`src/rotl_pkg.sv`:
```
// constants for the reset-time option, protection and trim loader
package rotl_pkg;
  // flash array addresses of the reserved store bytes
  localparam logic [15:0] FINE_TRIM_STORE_ADDR   = 16'hffae;
  localparam logic [15:0] COARSE_TRIM_STORE_ADDR = 16'hffaf;
  localparam logic [15:0] BACKDOOR_KEY_ADDR      = 16'hffb0;
  localparam logic [15:0] BLOCK_PROTECT_ST_ADDR  = 16'hffbd;
  localparam logic [15:0] SECURITY_OPT_ST_ADDR   = 16'hffbf;
  // hidden information row locations of the factory trim
  localparam logic [15:0] ROW_COARSE_TRIM_ADDR   = 16'h0000;
  localparam logic [15:0] ROW_FINE_TRIM_ADDR     = 16'h0001;
  localparam logic [2:0]  KEY_LAST_IDX           = 3'h7;

  // register indices; byte address is four times the index
  localparam logic [13:0] SECURITY_OPT_IDX       = 14'h1821;
  localparam logic [13:0] BLK_PROT_WORKING_IDX   = 14'h1824;
  localparam logic [13:0] TRIM_CTRL_IDX          = 14'h1828;
  localparam logic [13:0] LOADER_STATUS_IDX      = 14'h1829;
  localparam logic [13:0] KEY_ENTRY_LO_IDX       = 14'h182a;
  localparam logic [13:0] KEY_ENTRY_HI_IDX       = 14'h182b;
  localparam logic [13:0] KEY_COMMAND_IDX        = 14'h182c;

  // field positions and patterns
  localparam int          KEY_ENABLE_BIT         = 7;
  localparam int          VECTOR_REDIRECT_BIT    = 6;
  localparam int          FINE_TRIM_BIT          = 0;
  localparam int          TRIM_FINE_FIELD_BIT    = 8;
  localparam int          KEY_COMPARE_BIT        = 0;
  localparam logic [1:0]  UNSECURED_PATTERN      = 2'h2;

  // reset values
  localparam logic [7:0]  COARSE_TRIM_RESET      = 8'h80;
  localparam logic        FINE_TRIM_RESET        = 1'h0;
  localparam logic [7:0]  SECURITY_OPT_RESET     = 8'h00;
  localparam logic [7:0]  BLK_PROT_RESET         = 8'h00;

  // loader sequence
  typedef enum logic [2:0] {
    LD_PROT = 3'h0,
    LD_OPT  = 3'h1,
    LD_KEY  = 3'h2,
    LD_TRC  = 3'h3,
    LD_TRF  = 3'h4,
    LD_DONE = 3'h5
  } rotl_state_t;
endpackage

```
`src/rotl_rd_if.sv`:
```
// read request channel between the loader and its flash reader
`timescale 1ns/10ps
interface rotl_rd_if;
  logic        req;
  logic [15:0] addr;
  logic        row;
  logic        done;
  logic [7:0]  data;

  modport requester (output req, output addr, output row,
                     input done, input data);
  modport responder (input req, input addr, input row,
                     output done, output data);
endinterface

```
`src/rotl_flash_rd.sv`:
```
// single-byte flash read engine, one request outstanding
`timescale 1ns/10ps
module rotl_flash_rd (
  input  wire logic       clk_i,
  input  wire logic       rst_i,
  rotl_rd_if.responder    rd,
  output logic [15:0]     flash_addr_o,
  output logic            flash_rd_o,
  output logic            flash_row_o,
  input  wire logic [7:0] flash_data_i,
  input  wire logic       flash_valid_i
);
  // hold strobe and address until the array answers
  always_ff @(posedge clk_i) begin
    if (rst_i) begin
      flash_rd_o   <= 1'b0;
      flash_addr_o <= 16'h0000;
      flash_row_o  <= 1'b0;
      rd.done      <= 1'b0;
      rd.data      <= 8'h00;
    end else begin
      rd.done <= 1'b0;
      if (!flash_rd_o && rd.req) begin
        flash_rd_o   <= 1'b1;
        flash_addr_o <= rd.addr;
        flash_row_o  <= rd.row;
      end else if (flash_rd_o && flash_valid_i) begin
        flash_rd_o  <= 1'b0;
        flash_row_o <= 1'b0; // row select never outlives the read
        rd.done     <= 1'b1;
        rd.data     <= flash_data_i;
      end
    end
  end
endmodule

```
`src/rotl_top.sv`:
```
// reset-time loader for security, protection and clock trim settings
//
// Contract
// - every reset copies protection and option bytes
// - reset loads factory trim from hidden row
// - debug mode at reset skips factory trim
// - debug mode: coarse trim 0x80, fine 0
// - hidden row usable only by the loader
// - eight-byte key match unlocks secured resources
// - byte 0xffaf holds user coarse trim copy
// - key honoured only while key enable set
// - only pattern 1:0 means unsecured
//
// Decided for this implementation: register access over Wishbone.
`timescale 1ns/10ps
module rotl_top (
  input  wire logic        clk_i,
  input  wire logic        rst_i,
  input  wire logic        dbg_active_i,
  // classic wishbone slave
  input  wire logic        wb_cyc_i,
  input  wire logic        wb_stb_i,
  input  wire logic        wb_we_i,
  input  wire logic [15:0] wb_adr_i,
  input  wire logic [3:0]  wb_sel_i,
  input  wire logic [31:0] wb_dat_i,
  output logic [31:0]      wb_dat_o,
  output logic             wb_ack_o,
  // flash array read port
  output logic [15:0]      flash_addr_o,
  output logic             flash_rd_o,
  output logic             flash_row_o,
  input  wire logic [7:0]  flash_data_i,
  input  wire logic        flash_valid_i,
  // settings handed to the rest of the chip
  output logic             cpu_run_o,
  output logic             secured_o,
  output logic [7:0]       block_protect_o,
  output logic [7:0]       security_option_o,
  output logic [7:0]       coarse_trim_o,
  output logic             fine_trim_o
);
  rotl_rd_if rd ();

  rotl_pkg::rotl_state_t state_reg;
  logic [2:0]  key_idx_reg;
  logic        pend_reg;
  logic        first_reg;
  logic        dbg_lat_reg;
  logic        unlock_reg;
  logic [7:0]  key_store_reg [0:7];
  logic [63:0] key_entry_reg;
  logic [7:0]  key_match;
  logic [13:0] idx;
  logic        wr_en;
  logic        bus_hit;
  logic        key_cmd;
  logic [15:0] addr_next;
  logic        row_next;

  rotl_flash_rd u_rd (
    .clk_i         (clk_i),
    .rst_i         (rst_i),
    .rd            (rd.responder),
    .flash_addr_o  (flash_addr_o),
    .flash_rd_o    (flash_rd_o),
    .flash_row_o   (flash_row_o),
    .flash_data_i  (flash_data_i),
    .flash_valid_i (flash_valid_i)
  );

  // debug mode is caught once, in the first cycle after release
  always_ff @(posedge clk_i) begin
    if (rst_i) begin
      first_reg   <= 1'b1;
      dbg_lat_reg <= 1'b0;
    end else if (first_reg) begin
      first_reg   <= 1'b0;
      dbg_lat_reg <= dbg_active_i;
    end
  end

  // loader sequence, advanced by each finished read except in LD_KEY, which it leaves only after the eighth
  always_ff @(posedge clk_i) begin
    if (rst_i) begin
      state_reg <= rotl_pkg::LD_PROT;
    end else if (rd.done) begin
      case (state_reg)
        rotl_pkg::LD_PROT: state_reg <= rotl_pkg::LD_OPT;
        rotl_pkg::LD_OPT:  state_reg <= rotl_pkg::LD_KEY;
        rotl_pkg::LD_KEY: begin
          if (key_idx_reg == rotl_pkg::KEY_LAST_IDX) begin
            // factory row left untouched in debug mode
            state_reg <= dbg_lat_reg ? rotl_pkg::LD_DONE
                                     : rotl_pkg::LD_TRC;
          end
        end
        rotl_pkg::LD_TRC:  state_reg <= rotl_pkg::LD_TRF;
        rotl_pkg::LD_TRF:  state_reg <= rotl_pkg::LD_DONE;
        default:           state_reg <= rotl_pkg::LD_DONE;
      endcase
    end
  end

  // key byte counter
  always_ff @(posedge clk_i) begin
    if (rst_i) begin
      key_idx_reg <= 3'h0;
    end else if (rd.done && state_reg == rotl_pkg::LD_KEY) begin
      key_idx_reg <= key_idx_reg + 3'h1;
    end
  end

  // address of the byte the current state needs
  always_comb begin
    addr_next = rotl_pkg::BLOCK_PROTECT_ST_ADDR;
    row_next  = 1'b0;
    case (state_reg)
      rotl_pkg::LD_PROT: addr_next = rotl_pkg::BLOCK_PROTECT_ST_ADDR;
      rotl_pkg::LD_OPT:  addr_next = rotl_pkg::SECURITY_OPT_ST_ADDR;
      rotl_pkg::LD_KEY:
        addr_next = rotl_pkg::BACKDOOR_KEY_ADDR + {13'h0, key_idx_reg};
      rotl_pkg::LD_TRC: begin
        addr_next = rotl_pkg::ROW_COARSE_TRIM_ADDR;
        row_next  = 1'b1;
      end
      rotl_pkg::LD_TRF: begin
        addr_next = rotl_pkg::ROW_FINE_TRIM_ADDR;
        row_next  = 1'b1;
      end
      default: begin
        addr_next = rotl_pkg::BLOCK_PROTECT_ST_ADDR;
        row_next  = 1'b0;
      end
    endcase
  end

  // one request per byte, eight in LD_KEY; the row select is only ever raised here
  always_ff @(posedge clk_i) begin
    if (rst_i) begin
      rd.req   <= 1'b0;
      rd.addr  <= 16'h0000;
      rd.row   <= 1'b0;
      pend_reg <= 1'b0;
    end else begin
      rd.req <= 1'b0;
      if (rd.done) begin
        pend_reg <= 1'b0;
      end else if (!pend_reg && !first_reg &&
                   state_reg != rotl_pkg::LD_DONE) begin
        rd.req   <= 1'b1;
        rd.addr  <= addr_next;
        rd.row   <= row_next;
        pend_reg <= 1'b1;
      end
    end
  end

  // processor held until the last copy has landed
  always_ff @(posedge clk_i) begin
    if (rst_i) begin
      cpu_run_o <= 1'b0;
    end else begin
      cpu_run_o <= (state_reg == rotl_pkg::LD_DONE);
    end
  end

  // wishbone decode; one wait state, write lands on the ack edge
  assign idx     = wb_adr_i[15:2];
  assign bus_hit = wb_cyc_i && wb_stb_i && !wb_ack_o;
  assign wr_en   = wb_ack_o && wb_cyc_i && wb_stb_i && wb_we_i;
  assign key_cmd = wr_en && wb_sel_i[0] &&
                   idx == rotl_pkg::KEY_COMMAND_IDX &&
                   wb_dat_i[rotl_pkg::KEY_COMPARE_BIT];

  // option byte: loader only, software sees it read-only
  always_ff @(posedge clk_i) begin
    if (rst_i) begin
      security_option_o <= rotl_pkg::SECURITY_OPT_RESET;
    end else if (rd.done && state_reg == rotl_pkg::LD_OPT) begin
      security_option_o <= rd.data;
    end
  end

  // protection byte: loader first, then software may rewrite it
  always_ff @(posedge clk_i) begin
    if (rst_i) begin
      block_protect_o <= rotl_pkg::BLK_PROT_RESET;
    end else if (rd.done && state_reg == rotl_pkg::LD_PROT) begin
      block_protect_o <= rd.data;
    end else if (wr_en && wb_sel_i[0] &&
                 idx == rotl_pkg::BLK_PROT_WORKING_IDX) begin
      block_protect_o <= wb_dat_i[7:0];
    end
  end

  // trim: factory value from the row, or defaults in debug mode;
  // user copies in flash are never fetched, software moves them
  always_ff @(posedge clk_i) begin
    if (rst_i) begin
      coarse_trim_o <= rotl_pkg::COARSE_TRIM_RESET;
      fine_trim_o   <= rotl_pkg::FINE_TRIM_RESET;
    end else if (rd.done && state_reg == rotl_pkg::LD_TRC) begin
      coarse_trim_o <= rd.data;
    end else if (rd.done && state_reg == rotl_pkg::LD_TRF) begin
      fine_trim_o <= rd.data[rotl_pkg::FINE_TRIM_BIT];
    end else if (wr_en && idx == rotl_pkg::TRIM_CTRL_IDX) begin
      if (wb_sel_i[0]) begin
        coarse_trim_o <= wb_dat_i[7:0];
      end
      if (wb_sel_i[1]) begin
        fine_trim_o <= wb_dat_i[rotl_pkg::TRIM_FINE_FIELD_BIT];
      end
    end
  end

  // stored key bytes, indexed by the load counter
  always_ff @(posedge clk_i) begin
    if (rd.done && state_reg == rotl_pkg::LD_KEY) begin
      key_store_reg[key_idx_reg] <= rd.data;
    end
  end

  // key entry words written byte-lane by byte-lane
  always_ff @(posedge clk_i) begin
    if (rst_i) begin
      key_entry_reg <= 64'h0000000000000000;
    end else begin
      for (int b = 0; b < 4; b++) begin
        if (wr_en && wb_sel_i[b]) begin
          if (idx == rotl_pkg::KEY_ENTRY_LO_IDX) begin
            key_entry_reg[b*8 +: 8] <= wb_dat_i[b*8 +: 8];
          end
          if (idx == rotl_pkg::KEY_ENTRY_HI_IDX) begin
            key_entry_reg[32 + b*8 +: 8] <= wb_dat_i[b*8 +: 8];
          end
        end
      end
    end
  end

  // per-byte key comparison
  genvar g;
  generate
    for (g = 0; g < 8; g++) begin : g_match
      assign key_match[g] = (key_store_reg[g] == key_entry_reg[g*8 +: 8]);
    end
  endgenerate

  // unlock sticks until the next reset; a disabled key never opens
  always_ff @(posedge clk_i) begin
    if (rst_i) begin
      unlock_reg <= 1'b0;
    end else if (key_cmd && cpu_run_o && (&key_match) &&
                 security_option_o[rotl_pkg::KEY_ENABLE_BIT]) begin
      unlock_reg <= 1'b1;
    end
  end

  // any pattern but 1:0 keeps the part secured until a key unlock
  always_ff @(posedge clk_i) begin
    if (rst_i) begin
      secured_o <= 1'b1;
    end else begin
      secured_o <= (security_option_o[1:0] !=
                    rotl_pkg::UNSECURED_PATTERN) && !unlock_reg;
    end
  end

  // bus answer; unmapped indices read zero and ignore writes
  always_ff @(posedge clk_i) begin
    if (rst_i) begin
      wb_ack_o <= 1'b0;
      wb_dat_o <= 32'h00000000;
    end else begin
      wb_ack_o <= bus_hit;
      wb_dat_o <= 32'h00000000;
      if (bus_hit && !wb_we_i) begin
        case (idx)
          rotl_pkg::SECURITY_OPT_IDX:
            wb_dat_o <= {24'h000000, security_option_o};
          rotl_pkg::BLK_PROT_WORKING_IDX:
            wb_dat_o <= {24'h000000, block_protect_o};
          rotl_pkg::TRIM_CTRL_IDX:
            wb_dat_o <= {23'h0, fine_trim_o, coarse_trim_o};
          rotl_pkg::LOADER_STATUS_IDX:
            wb_dat_o <= {28'h0000000, dbg_lat_reg, unlock_reg,
                         secured_o, cpu_run_o};
          default:
            wb_dat_o <= 32'h00000000;
        endcase
      end
    end
  end
endmodule

```
`config.mk`:
```
export PLATFORM = sky130hd
export DESIGN_NAME = rotl_top
export DESIGN_NICKNAME = d
export VERILOG_FILES = /design/src/rotl_pkg.sv /design/src/rotl_rd_if.sv /design/src/rotl_flash_rd.sv /design/src/rotl_top.sv
export SDC_FILE = /design/constraint.sdc
export NUM_CORES = 1
export LEC_CHECK = 0
export BUFFER_PORTS_ARGS = -buffer_cell sky130_fd_sc_hd__clkbuf_2
export CAP_MARGIN = 20
export CORE_MARGIN = 2
export CORE_UTILIZATION = 55
export DETAILED_ROUTE_END_ITERATION = 8
export HOLD_SLACK_MARGIN = 0.02
export PLACE_DENSITY = 0.81
export SETUP_SLACK_MARGIN = 0.4
export SYNTH_ARGS = -nofsm -noshare
export SYNTH_HDL_FRONTEND = slang
export SYNTH_HIERARCHICAL = 1
export SYNTH_SLANG_ARGS = --single-unit
```
`constraint.sdc`:
```
create_clock -name clk_i -period 6.27 [get_ports clk_i]
set_clock_uncertainty 0.1 [all_clocks]
set_input_delay 0.627 -clock clk_i [delete_from_list [all_inputs] [get_ports clk_i]]
set_output_delay 0.627 -clock clk_i [all_outputs]
set_load 0.005 [all_outputs]
```
==> flow_metrics.env, run 1 <==
export IMPL_p_comb_frac=0.034
export IMPL_end_kind="flop"
export IMPL_drv_slew=0
export IMPL_htreeDepth=1
export IMPL_worstPathRequired_ns=6.38
export IMPL_globalRouteTotalUtil=0.256
export IMPL_dpl_hpwl_mm=14.8
export IMPL_first_pass_iters=6
export IMPL_cap_violations=0
export IMPL_dp_cells=1193
export IMPL_leakagePower_nw=3.60
export IMPL_via_per_inst=5.59
export IMPL_tightestPinTransition_ns=1.07
export IMPL_fillers=1273
export IMPL_tns_ns=0
export IMPL_antenna_found_initial=0
export IMPL_async_flop_share=0
export IMPL_detailedPlace_worstSlack_ns=3.35
export IMPL_synth_edf_count=64
export IMPL_min_path_cells=3
export IMPL_cts_buffer_depth=3
export IMPL_cts_made_buffers=22
export IMPL_layout_cells_non_filler=1233
export IMPL_cts_resized=0
export IMPL_initial_core_util=0.558
export IMPL_pwr_share_seq=0.476
export IMPL_synth_distinct_cells=57
export IMPL_die_y_um=130
export IMPL_synth_flop_cell="dfxtp_1"
export IMPL_yosysTopAreaCell="dfxtp_1"
export IMPL_clock_sinks=209
export IMPL_clkLatencyLatePin_ns=0.50
export IMPL_synth_top_area_frac=0.331
export IMPL_p_sw_w=0.000617
export IMPL_outcome="completed"
export IMPL_r2r_cells=5
export IMPL_dieWidth_um=130
export IMPL_grt_pass1_wl_mm=33.8
export IMPL_finalCritPeriodShare=0.433
export IMPL_power_density_nw_per_um2=294
export IMPL_dieArea_um2=17000
export IMPL_area_delta_synth_final_pct=15.9
export IMPL_cts_root_buf="clkbuf_16"
export IMPL_start_kind="flop"
export IMPL_routed_wirelength_mm=21.7
export IMPL_fin_ws_ns=3.56
export IMPL_yosysWarningCount=6
export IMPL_holdBufCountCts=0
export IMPL_hold_path_class="in2reg"
export IMPL_wl_per_cell_um=17.6
export IMPL_finalSetupViolCount=0
export IMPL_ys_seq_area_frac=0.550
export IMPL_port_buffer_count=119
export IMPL_route_detailed_drc=0
export IMPL_io_pins=145
export IMPL_vias=6897
export IMPL_nets=1070
export IMPL_diodes=0
export IMPL_vdd_drop_max_uv=210
export IMPL_avgSynthCellArea_um2=9.75
export IMPL_internal_power_w=0.00237
export IMPL_grt_max_degree=77
export IMPL_syn_area_um2=8770
export IMPL_ant_nets=0
export IMPL_cts_setup_buffers=0
export IMPL_drt_iter0_drc=516
export IMPL_period_needed_ns=2.71
export IMPL_final_cell_area_um2=10200
export IMPL_cts_tree="done"
export IMPL_slew_headroom=0.283
export IMPL_p_sw_frac=0.207
export IMPL_clk_pin_slew_worst_paths_ns=0.06
export IMPL_dpl_instance_area_um2=9340
export IMPL_rows=46
export IMPL_coreArea_um2=15700
export IMPL_max_freq_mhz=368
export IMPL_first_global_vias=6487
export IMPL_routabilityCongestion=0.850
export IMPL_power_share_clock=0.490
export IMPL_crit_path_max_fanout=11
export IMPL_critPathKind="reg2reg"
export IMPL_synth_area_leaders="dfxtp_1 (33%), edfxtp_1 (22%), nand2_1 (9.1%)"
export IMPL_rsz0062_at_grt="false"
export IMPL_arrival_ns=2.82
export IMPL_finalHoldViolations=0
export IMPL_overflow=0
export IMPL_drive_above_1_share=0.181
export IMPL_ys_ff_latch=209
export IMPL_synthCells=899
==> routing by layer <==
metal | vias up | wire (um) | track usage
li1 | 3250 | - | -
met1 | 3281 | 8700 | 0.335
met2 | 310 | 10400 | 0.417
met3 | 56 | 1830 | 0.0549
met4 | 0 | 766 | 0.101
met5 | - | 0 | 0
==> final timing paths <==
check / slack, ns / end / startpoint
worst max-delay path: 3.56 / key_store_reg[1][6]$_DFFE_PP_ / state_reg[1]$_SDFFE_PP0P_
worst min-delay path: 0.25 / u_rd/rd.data[0]$_SDFFE_PP0P_ / flash_data_i[0]
worst max register to register: 3.56 / key_store_reg[1][6]$_DFFE_PP_ / state_reg[1]$_SDFFE_PP0P_
worst min register to register: 0.35 / u_rd/flash_addr_o[6]$_SDFFE_PP0P_ / u_rd/flash_addr_o[6]$_SDFFE_PP0P_
==> synthesized netlist by cell type, types with 3 or more instances <==
cell,instances
buf_1,3
nand2_1,212
a21oi_1,112
nor4_1,6
a22oi_1,5
or3_1,12
edfxtp_1,64
buf_4,28
a211o_1,7
xor2_1,9
nand4_1,15
a222oi_1,4
a211oi_1,7
xnor2_1,55
inv_1,3
clkbuf_1,19
nor2_1,57
dfxtp_1,145
nor2b_1,9
nor3_4,8
nor3_1,15
buf_2,13
buf_6,5
mux2i_1,21
nand2b_1,10
o21ai_0,16
==> cells in the final DEF (no fill, tap or decap), types with 8 or more instances in the layout <==
master,count
nor3_4,8
nand4_1,15
mux2i_1,21
xor2_1,9
nor2_1,57
or3_1,12
conb_1,24
clkbuf_2,118
nand2b_1,10
nor2b_1,9
clkbuf_16,23
dfxtp_1,145
nor3_1,15
nand2_1,212
a21oi_1,112
xnor2_1,55
edfxtp_1,64
o21ai_0,16
==> through the flow <==
| stage | hold WS [ns] | total power (W) | util |
|---|---|---|---|
| 6_report | 0.255 | 0.00298 | 0.647 |
| 3_3_place_gp | 0.342 | 0.00155 | 0.594 |
| 5_1_grt | 0.252 | 0.00306 | 0.647 |
| 2_1_floorplan | 0.328 | 0.00151 | - |
| 3_5_place_dp | 0.348 | 0.00155 | 0.594 |
| 4_1_cts | 0.244 | 0.00299 | 0.647 |
==> power groups by stage <==
stage	clock, W	combinational (W)	sequential [W]
finish	0.00146	0.000103	0.00142
detailed placement	0	0.000101	0.00145
global route	0.00152	0.000113	0.00142
global placement	0	0.0000988	0.00145
floorplan	0	0.0000709	0.00144
CTS	0.00147	0.000102	0.00142
==> logic make-up (layout without fill, tap and decap cells) <==
kind of cell,after synthesis,after routing,synth area share
other,1,24,0.000428
flip-flops,209,209,0.550
buffers and inverters,72,167,0.0491
adder cells (fa/ha/maj),2,2,0.00285
AO/OA/AOI/OAI,164,164,0.110
XOR/XNOR,64,64,0.0639
AND/OR/NAND/NOR,366,366,0.200
multiplexers,21,21,0.0240
==> layout make-up <==
type                            count  area [um2]  area share
Clock buffer                       26         597      0.0587
Clock inverter                     14         224      0.0220
Inverter                            3        11.3     0.00111
Multi-Input combinational cell    641        3600       0.354
Sequential cell                   209        4820       0.475
Tap cell                          216         270      0.0266
Timing Repair Buffer              124         636      0.0626
==> worst max-delay path: stages, from the launching register on <==
cell and delay [ns]:
dfxtp_1 0.52, nand2_1 0.17, nor3_1 0.50, nand2_1 0.26, nor3_1 0.59, buf_4 0.28
No activity file was read; power rests on OpenSTA's default activity.
==> run 2: changes to the inputs <==
Settings changed: CORE_UTILIZATION 55 to 51, PLACE_DENSITY 0.81 to 0.79.
Clock period 6.27 ns to 2.18 ns, I/O delays scaled along.
==> run 2 against run 1 <==
Compared with the run above:
- total power grew to 2.7 times the previous value
- flip-flop and latch count unchanged
- worst setup slack worse by 3.1 ns
- non-clock buffer count increased by 87
- worst hold slack lost 0.23 ns
- final cell count increased by 7.4%
- routed wire length rose by 6.8%
- critical path depth rose by 3
- critical path type is now in2reg
- largest cell class unchanged
- largest power group is now sequential cells
- highest routed layer unchanged
==> flow_metrics.env, run 2 (synthesized netlist as in run 1, its figures left out) <==
export IMPL_first_pass_iters=5
export IMPL_cts_made_buffers=22
export IMPL_ant_nets=0
export IMPL_drv_slew=0
export IMPL_htreeDepth=1
export IMPL_diodes=0
export IMPL_start_kind="input port"
export IMPL_routed_wirelength_mm=23.1
export IMPL_p_sw_frac=0.223
export IMPL_clk_pin_slew_worst_paths_ns=0.06
export IMPL_period_needed_ns=1.77
export IMPL_overflow=0
export IMPL_r2r_start="wb_ack_o$_SDFF_PP0_"
export IMPL_path_cells="dlygate4sd3_1, clkbuf_2, and4_4, buf_4, nand2_1, or3_1, nand2_1, a21oi_1"
export IMPL_finalCritPeriodShare=0.813
export IMPL_fillers=1289
export IMPL_slew_headroom=0.561
export IMPL_drt_iter0_drc=557
export IMPL_arrival_ns=2.05
export IMPL_grt_pass1_wl_mm=35.1
export IMPL_tightestPinTransition_ns=0.658
export IMPL_power_share_clock=0.442
export IMPL_cts_root_buf="clkbuf_16"
export IMPL_finalHoldViolations=0
export IMPL_first_global_vias=6860
export IMPL_internal_power_w=0.00623
export IMPL_route_detailed_drc=0
export IMPL_area_delta_synth_final_pct=25.4
export IMPL_final_cell_area_um2=11000
export IMPL_port_buffer_count=119
export IMPL_p_comb_frac=0.050
export IMPL_nets=1157
export IMPL_startpoint="wb_cyc_i"
export IMPL_coreArea_um2=16700
export IMPL_critPathKind="in2reg"
export IMPL_routabilityCongestion=0.889
export IMPL_finalSetupViolCount=0
export IMPL_vdd_drop_max_uv=685
export IMPL_p_sw_w=0.00179
export IMPL_power_density_nw_per_um2=729
export IMPL_leakagePower_nw=4.00
export IMPL_final_cell_mix="nand2_1 (207), dfxtp_1 (141), clkbuf_2 (118)"
export IMPL_cap_violations=0
export IMPL_dieWidth_um=135
export IMPL_grt_max_degree=61
export IMPL_dieArea_um2=18300
export IMPL_outcome="completed"
export IMPL_hp_start="rst_i"
export IMPL_seqCellArea_um2=4830
export IMPL_cts_buffer_depth=3
export IMPL_globalRouteTotalUtil=0.246
export IMPL_dpl_instance_area_um2=9670
export IMPL_crit_path_max_fanout=8
export IMPL_tns_ns=0
export IMPL_drive_above_1_share=0.233
export IMPL_dpl_hpwl_mm=15.7
export IMPL_antenna_found_initial=0
export IMPL_worst_path_largest_cell_delay_ns=0.53
export IMPL_cts_tree="done"
export IMPL_multi_input_area_um2=3740
export IMPL_rows=47
export IMPL_vias=7152
export IMPL_pwr_share_seq=0.507
export IMPL_fin_hold_ws_ns=0.0238
export IMPL_clock_sinks=209
export IMPL_end_kind="flop"
export IMPL_via_per_inst=5.40
export IMPL_cp_common_cell="nand2_1"
export IMPL_worstPathRequired_ns=2.46
export IMPL_layout_commonest_cell="nand2_1"
export IMPL_clkLatencyLatePin_ns=0.51
export IMPL_max_freq_mhz=564
export IMPL_wl_per_cell_um=17.5
export IMPL_die_y_um=135
export IMPL_crit_slowest_cell="dlygate4sd3_1"
export IMPL_rsz0062_at_grt="true"
export IMPL_initial_core_util=0.525
export IMPL_io_pins=145
export IMPL_hold_path_class="in2reg"
run 2: cell count changes in the layout (fill, tap and decap cells not counted), moves of 6 or more:
cell and delta:
nor2_1 -6, dlygate4sd3_1 +43, buf_4 +39, bufinv_16 -6
run 2: final timing paths:
check	endpoint	slack (ns)	depth (start not counted)
max	key_entry_reg[47]$_SDFFE_PP0P_	0.41	8
min	security_option_o[2]$_SDFFE_PP0P_	0.02	2
max reg2reg	key_entry_reg[47]$_SDFFE_PP0P_	0.41	6
min reg2reg	u_rd/flash_addr_o[11]$_SDFFE_PP0P_	0.35	2
run 2: what timing repair did:
action | 4_1_cts | 5_1_grt
gates resized for setup | 9 | 22
pin swaps | 1 | 6
endpoints found under the hold margin | 75 | 0
hold buffers | 43 | 0
setup endpoints to repair | 81 | 106
setup buffers | 2 | 5
run 2: cell type report:
class                           instances  area share
Clock inverter                         12     0.00569
Inverter                                3     0.00102
Multi-Input combinational cell        641       0.341
Clock buffer                           28      0.0568
Sequential cell                       209       0.440
Timing Repair Buffer                  211       0.131
Tap cell                              220      0.0250
run 2: stage by stage:
step / util / cells / power [W] / setup slack [ns]
4_1_cts: 0.650 / 1319 / 0.00802 / 0.403
5_1_grt: 0.658 / 1324 / 0.00823 / 0.293
2_1_floorplan: - / 922 / 0.00435 / 0.432
3_3_place_gp: 0.579 / 1234 / 0.00447 / 0.250
3_5_place_dp: 0.579 / 1234 / 0.00448 / 0.184
6_report: 0.658 / 1324 / 0.00802 / 0.408
run 2: routing by layer:
layer / GRT usage / share of wire / vias up
met3: 0.0405 / 0.068 / 78
met4: 0.0972 / 0.041 / 0
met2: 0.423 / 0.49 / 307
met5: 0 / 0 / -
li1: - / - / 3444
met1: 0.310 / 0.40 / 3323
run 2: power groups by stage:
stage               sequential, W  combinational, W  clock [W]
floorplan                 0.00414          0.000205          0
global placement          0.00415          0.000323          0
detailed placement        0.00415          0.000326          0
CTS                       0.00407          0.000391    0.00357
global route              0.00407          0.000439    0.00372
finish                    0.00407          0.000404    0.00355
run 2: critical path: cells and delay by family:
kind                   cells  cell delay (ns)
AO/OA/AOI/OAI              1             0.08
buffers and inverters      3             0.76
AND/OR/NAND/NOR            4             0.99
==> run 3: changes to the inputs <==
Settings changed: CORE_UTILIZATION 51 to 55, PLACE_DENSITY 0.79 to 0.81.
Clock period 2.18 ns to 1.7 ns, I/O delays scaled along.
==> run 3 against run 2 <==
Compared with the run above:
- via count increased by 26%
- combinational power grew 100%
- the run now ends with setup timing left
- first-iteration DRC count is 120% higher
- critical endpoint is now block_protect_o[2]$_SDFFE_PP0P_
==> flow_metrics.env, run 3 (synthesized netlist as in run 1, its figures left out) <==
export IMPL_outcome="complete, but fails checks"
export IMPL_violations="setup timing"
export IMPL_holdBufCountCts=45
export IMPL_route_detailed_drc=0
export IMPL_cts_buffer_depth=3
export IMPL_seqCellArea_um2=4890
export IMPL_power_density_nw_per_um2=826
export IMPL_critPathKind="reg2reg"
export IMPL_port_buffer_count=119
export IMPL_leakagePower_nw=5.02
export IMPL_cts_root_buf="clkbuf_16"
export IMPL_power_w=0.0110
export IMPL_drt_iter0_drc=1244
export IMPL_area_delta_synth_final_pct=51.3
export IMPL_fin_ws_ns=-0.300
export IMPL_rsz0062_at_grt="true"
export IMPL_cap_violations=0
export IMPL_rrSetupSlack_ns=-0.30
export IMPL_routed_wirelength_mm=37.0
export IMPL_worstPathRequired_ns=1.97
export IMPL_via_per_inst=6.36
export IMPL_layout_commonest_cell="nand2_1"
export IMPL_drive_above_1_share=0.478
export IMPL_globalRouteTotalUtil=0.351
export IMPL_clock_sinks=209
export IMPL_first_global_vias=8277
export IMPL_overflow=0
export IMPL_cts_tree="done"
export IMPL_wl_per_cell_um=26.2
export IMPL_rows=46
export IMPL_slew_headroom=0.599
export IMPL_first_pass_iters=9
export IMPL_drv_slew=0
export IMPL_die_y_um=130
export IMPL_dieWidth_um=130
export IMPL_max_freq_mhz=500
export IMPL_dpl_hpwl_mm=16.4
export IMPL_clkLatencyLatePin_ns=0.53
export IMPL_vdd_drop_max_uv=748
export IMPL_htreeDepth=1
export IMPL_ant_nets=0
export IMPL_coreArea_um2=15700
export IMPL_finalSetupViolCount=50
export IMPL_dpl_instance_area_um2=10200
export IMPL_grt_max_degree=94
export IMPL_grt_pass1_wl_mm=45.2
export IMPL_routabilityCongestion=0.872
export IMPL_vias=8993
export IMPL_cts_made_buffers=22
export IMPL_final_cell_mix="nand2_1 (118), clkbuf_2 (115), dfxtp_1 (113)"
export IMPL_period_needed_ns=2.00
export IMPL_arrival_ns=2.27
export IMPL_start_kind="flop"
export IMPL_tightestPinTransition_ns=0.600
export IMPL_clk_pin_slew_worst_paths_ns=0.06
export IMPL_fillers=717
export IMPL_finalCritPeriodShare=1.18
export IMPL_finalHoldViolations=0
export IMPL_crit_path_max_fanout=8
export IMPL_hold_path_class="in2reg"
export IMPL_antenna_found_initial=0
export IMPL_initial_core_util=0.558
export IMPL_io_pins=145
export IMPL_dieArea_um2=17000
export IMPL_diodes=0
export IMPL_final_cell_area_um2=13300
export IMPL_end_kind="flop"
export IMPL_nets=1252
export IMPL_multi_input_area_um2=4770
[run 3: cell type report]
| cell class | count | share of cell area |
|---|---|---|
| clock buffer | 28 | 0.0432 |
| clock inverter | 10 | 0.0103 |
| inverter | 3 | 0.000849 |
| multi-input combinational | 643 | 0.359 |
| sequential | 209 | 0.369 |
| tap | 216 | 0.0204 |
| timing repair buffer | 304 | 0.197 |
[run 3: report_power, final]
group          total, W  switching (W)  internal [W]
clock           0.00493        0.00208       0.00285
combinational  0.000806       0.000466      0.000340
sequential      0.00522      0.0000688       0.00515
[run 3: final timing paths]
kind / start / to / cells past startpoint
setup / recovery: wb_ack_o$_SDFF_PP0_ / block_protect_o[2]$_SDFFE_PP0P_ / 7
hold / removal: wb_cyc_i / wb_ack_o$_SDFF_PP0_ / 4
setup reg to reg: wb_ack_o$_SDFF_PP0_ / block_protect_o[2]$_SDFFE_PP0P_ / 7
hold reg to reg: u_rd/flash_addr_o[11]$_SDFFE_PP0P_ / u_rd/flash_addr_o[11]$_SDFFE_PP0P_ / 2
[run 3: routing by layer]
metal	wire length (um)	global-route usage	vias to the layer above
met5	0	0	-
met4	3990	0.228	0
met3	3670	0.0677	335
met2	17400	0.609	808
met1	12000	0.396	4241
li1	-	-	3609
[run 3: worst max-delay path: stages (launching register included)]
cell	delay [ns]
dfxtp_2	0.34
and4_4	0.15
buf_12	0.13
buf_8	0.13
buf_4	0.13
a41o_4	0.27
nor2_1	0.47
a211oi_1	0.12
[run 3: what timing repair did]
item,4_1_cts,5_1_grt
hold endpoints to repair,101,1
pin swaps,109,73
setup buffers,27,35
gates resized for setup,174,174
endpoints found under the setup margin,184,231
cloned,3,2
[run 3: through the flow]
stage / util / setup WS (ns) / setup TNS, ns / cells / hold slack, ns
floorplan: - / -0.0288 / -0.457 / 922 / 0.0977
global placement: 0.649 / -0.113 / -5.31 / 1263 / 0.296
detailed placement: 0.649 / -0.197 / -8.52 / 1263 / 0.294
CTS: 0.784 / 0.000821 / 0 / 1376 / -0.180
global route: 0.844 / -0.245 / -3.45 / 1413 / 0.0305
finish: 0.844 / -0.300 / -2.68 / 1413 / 0.0320
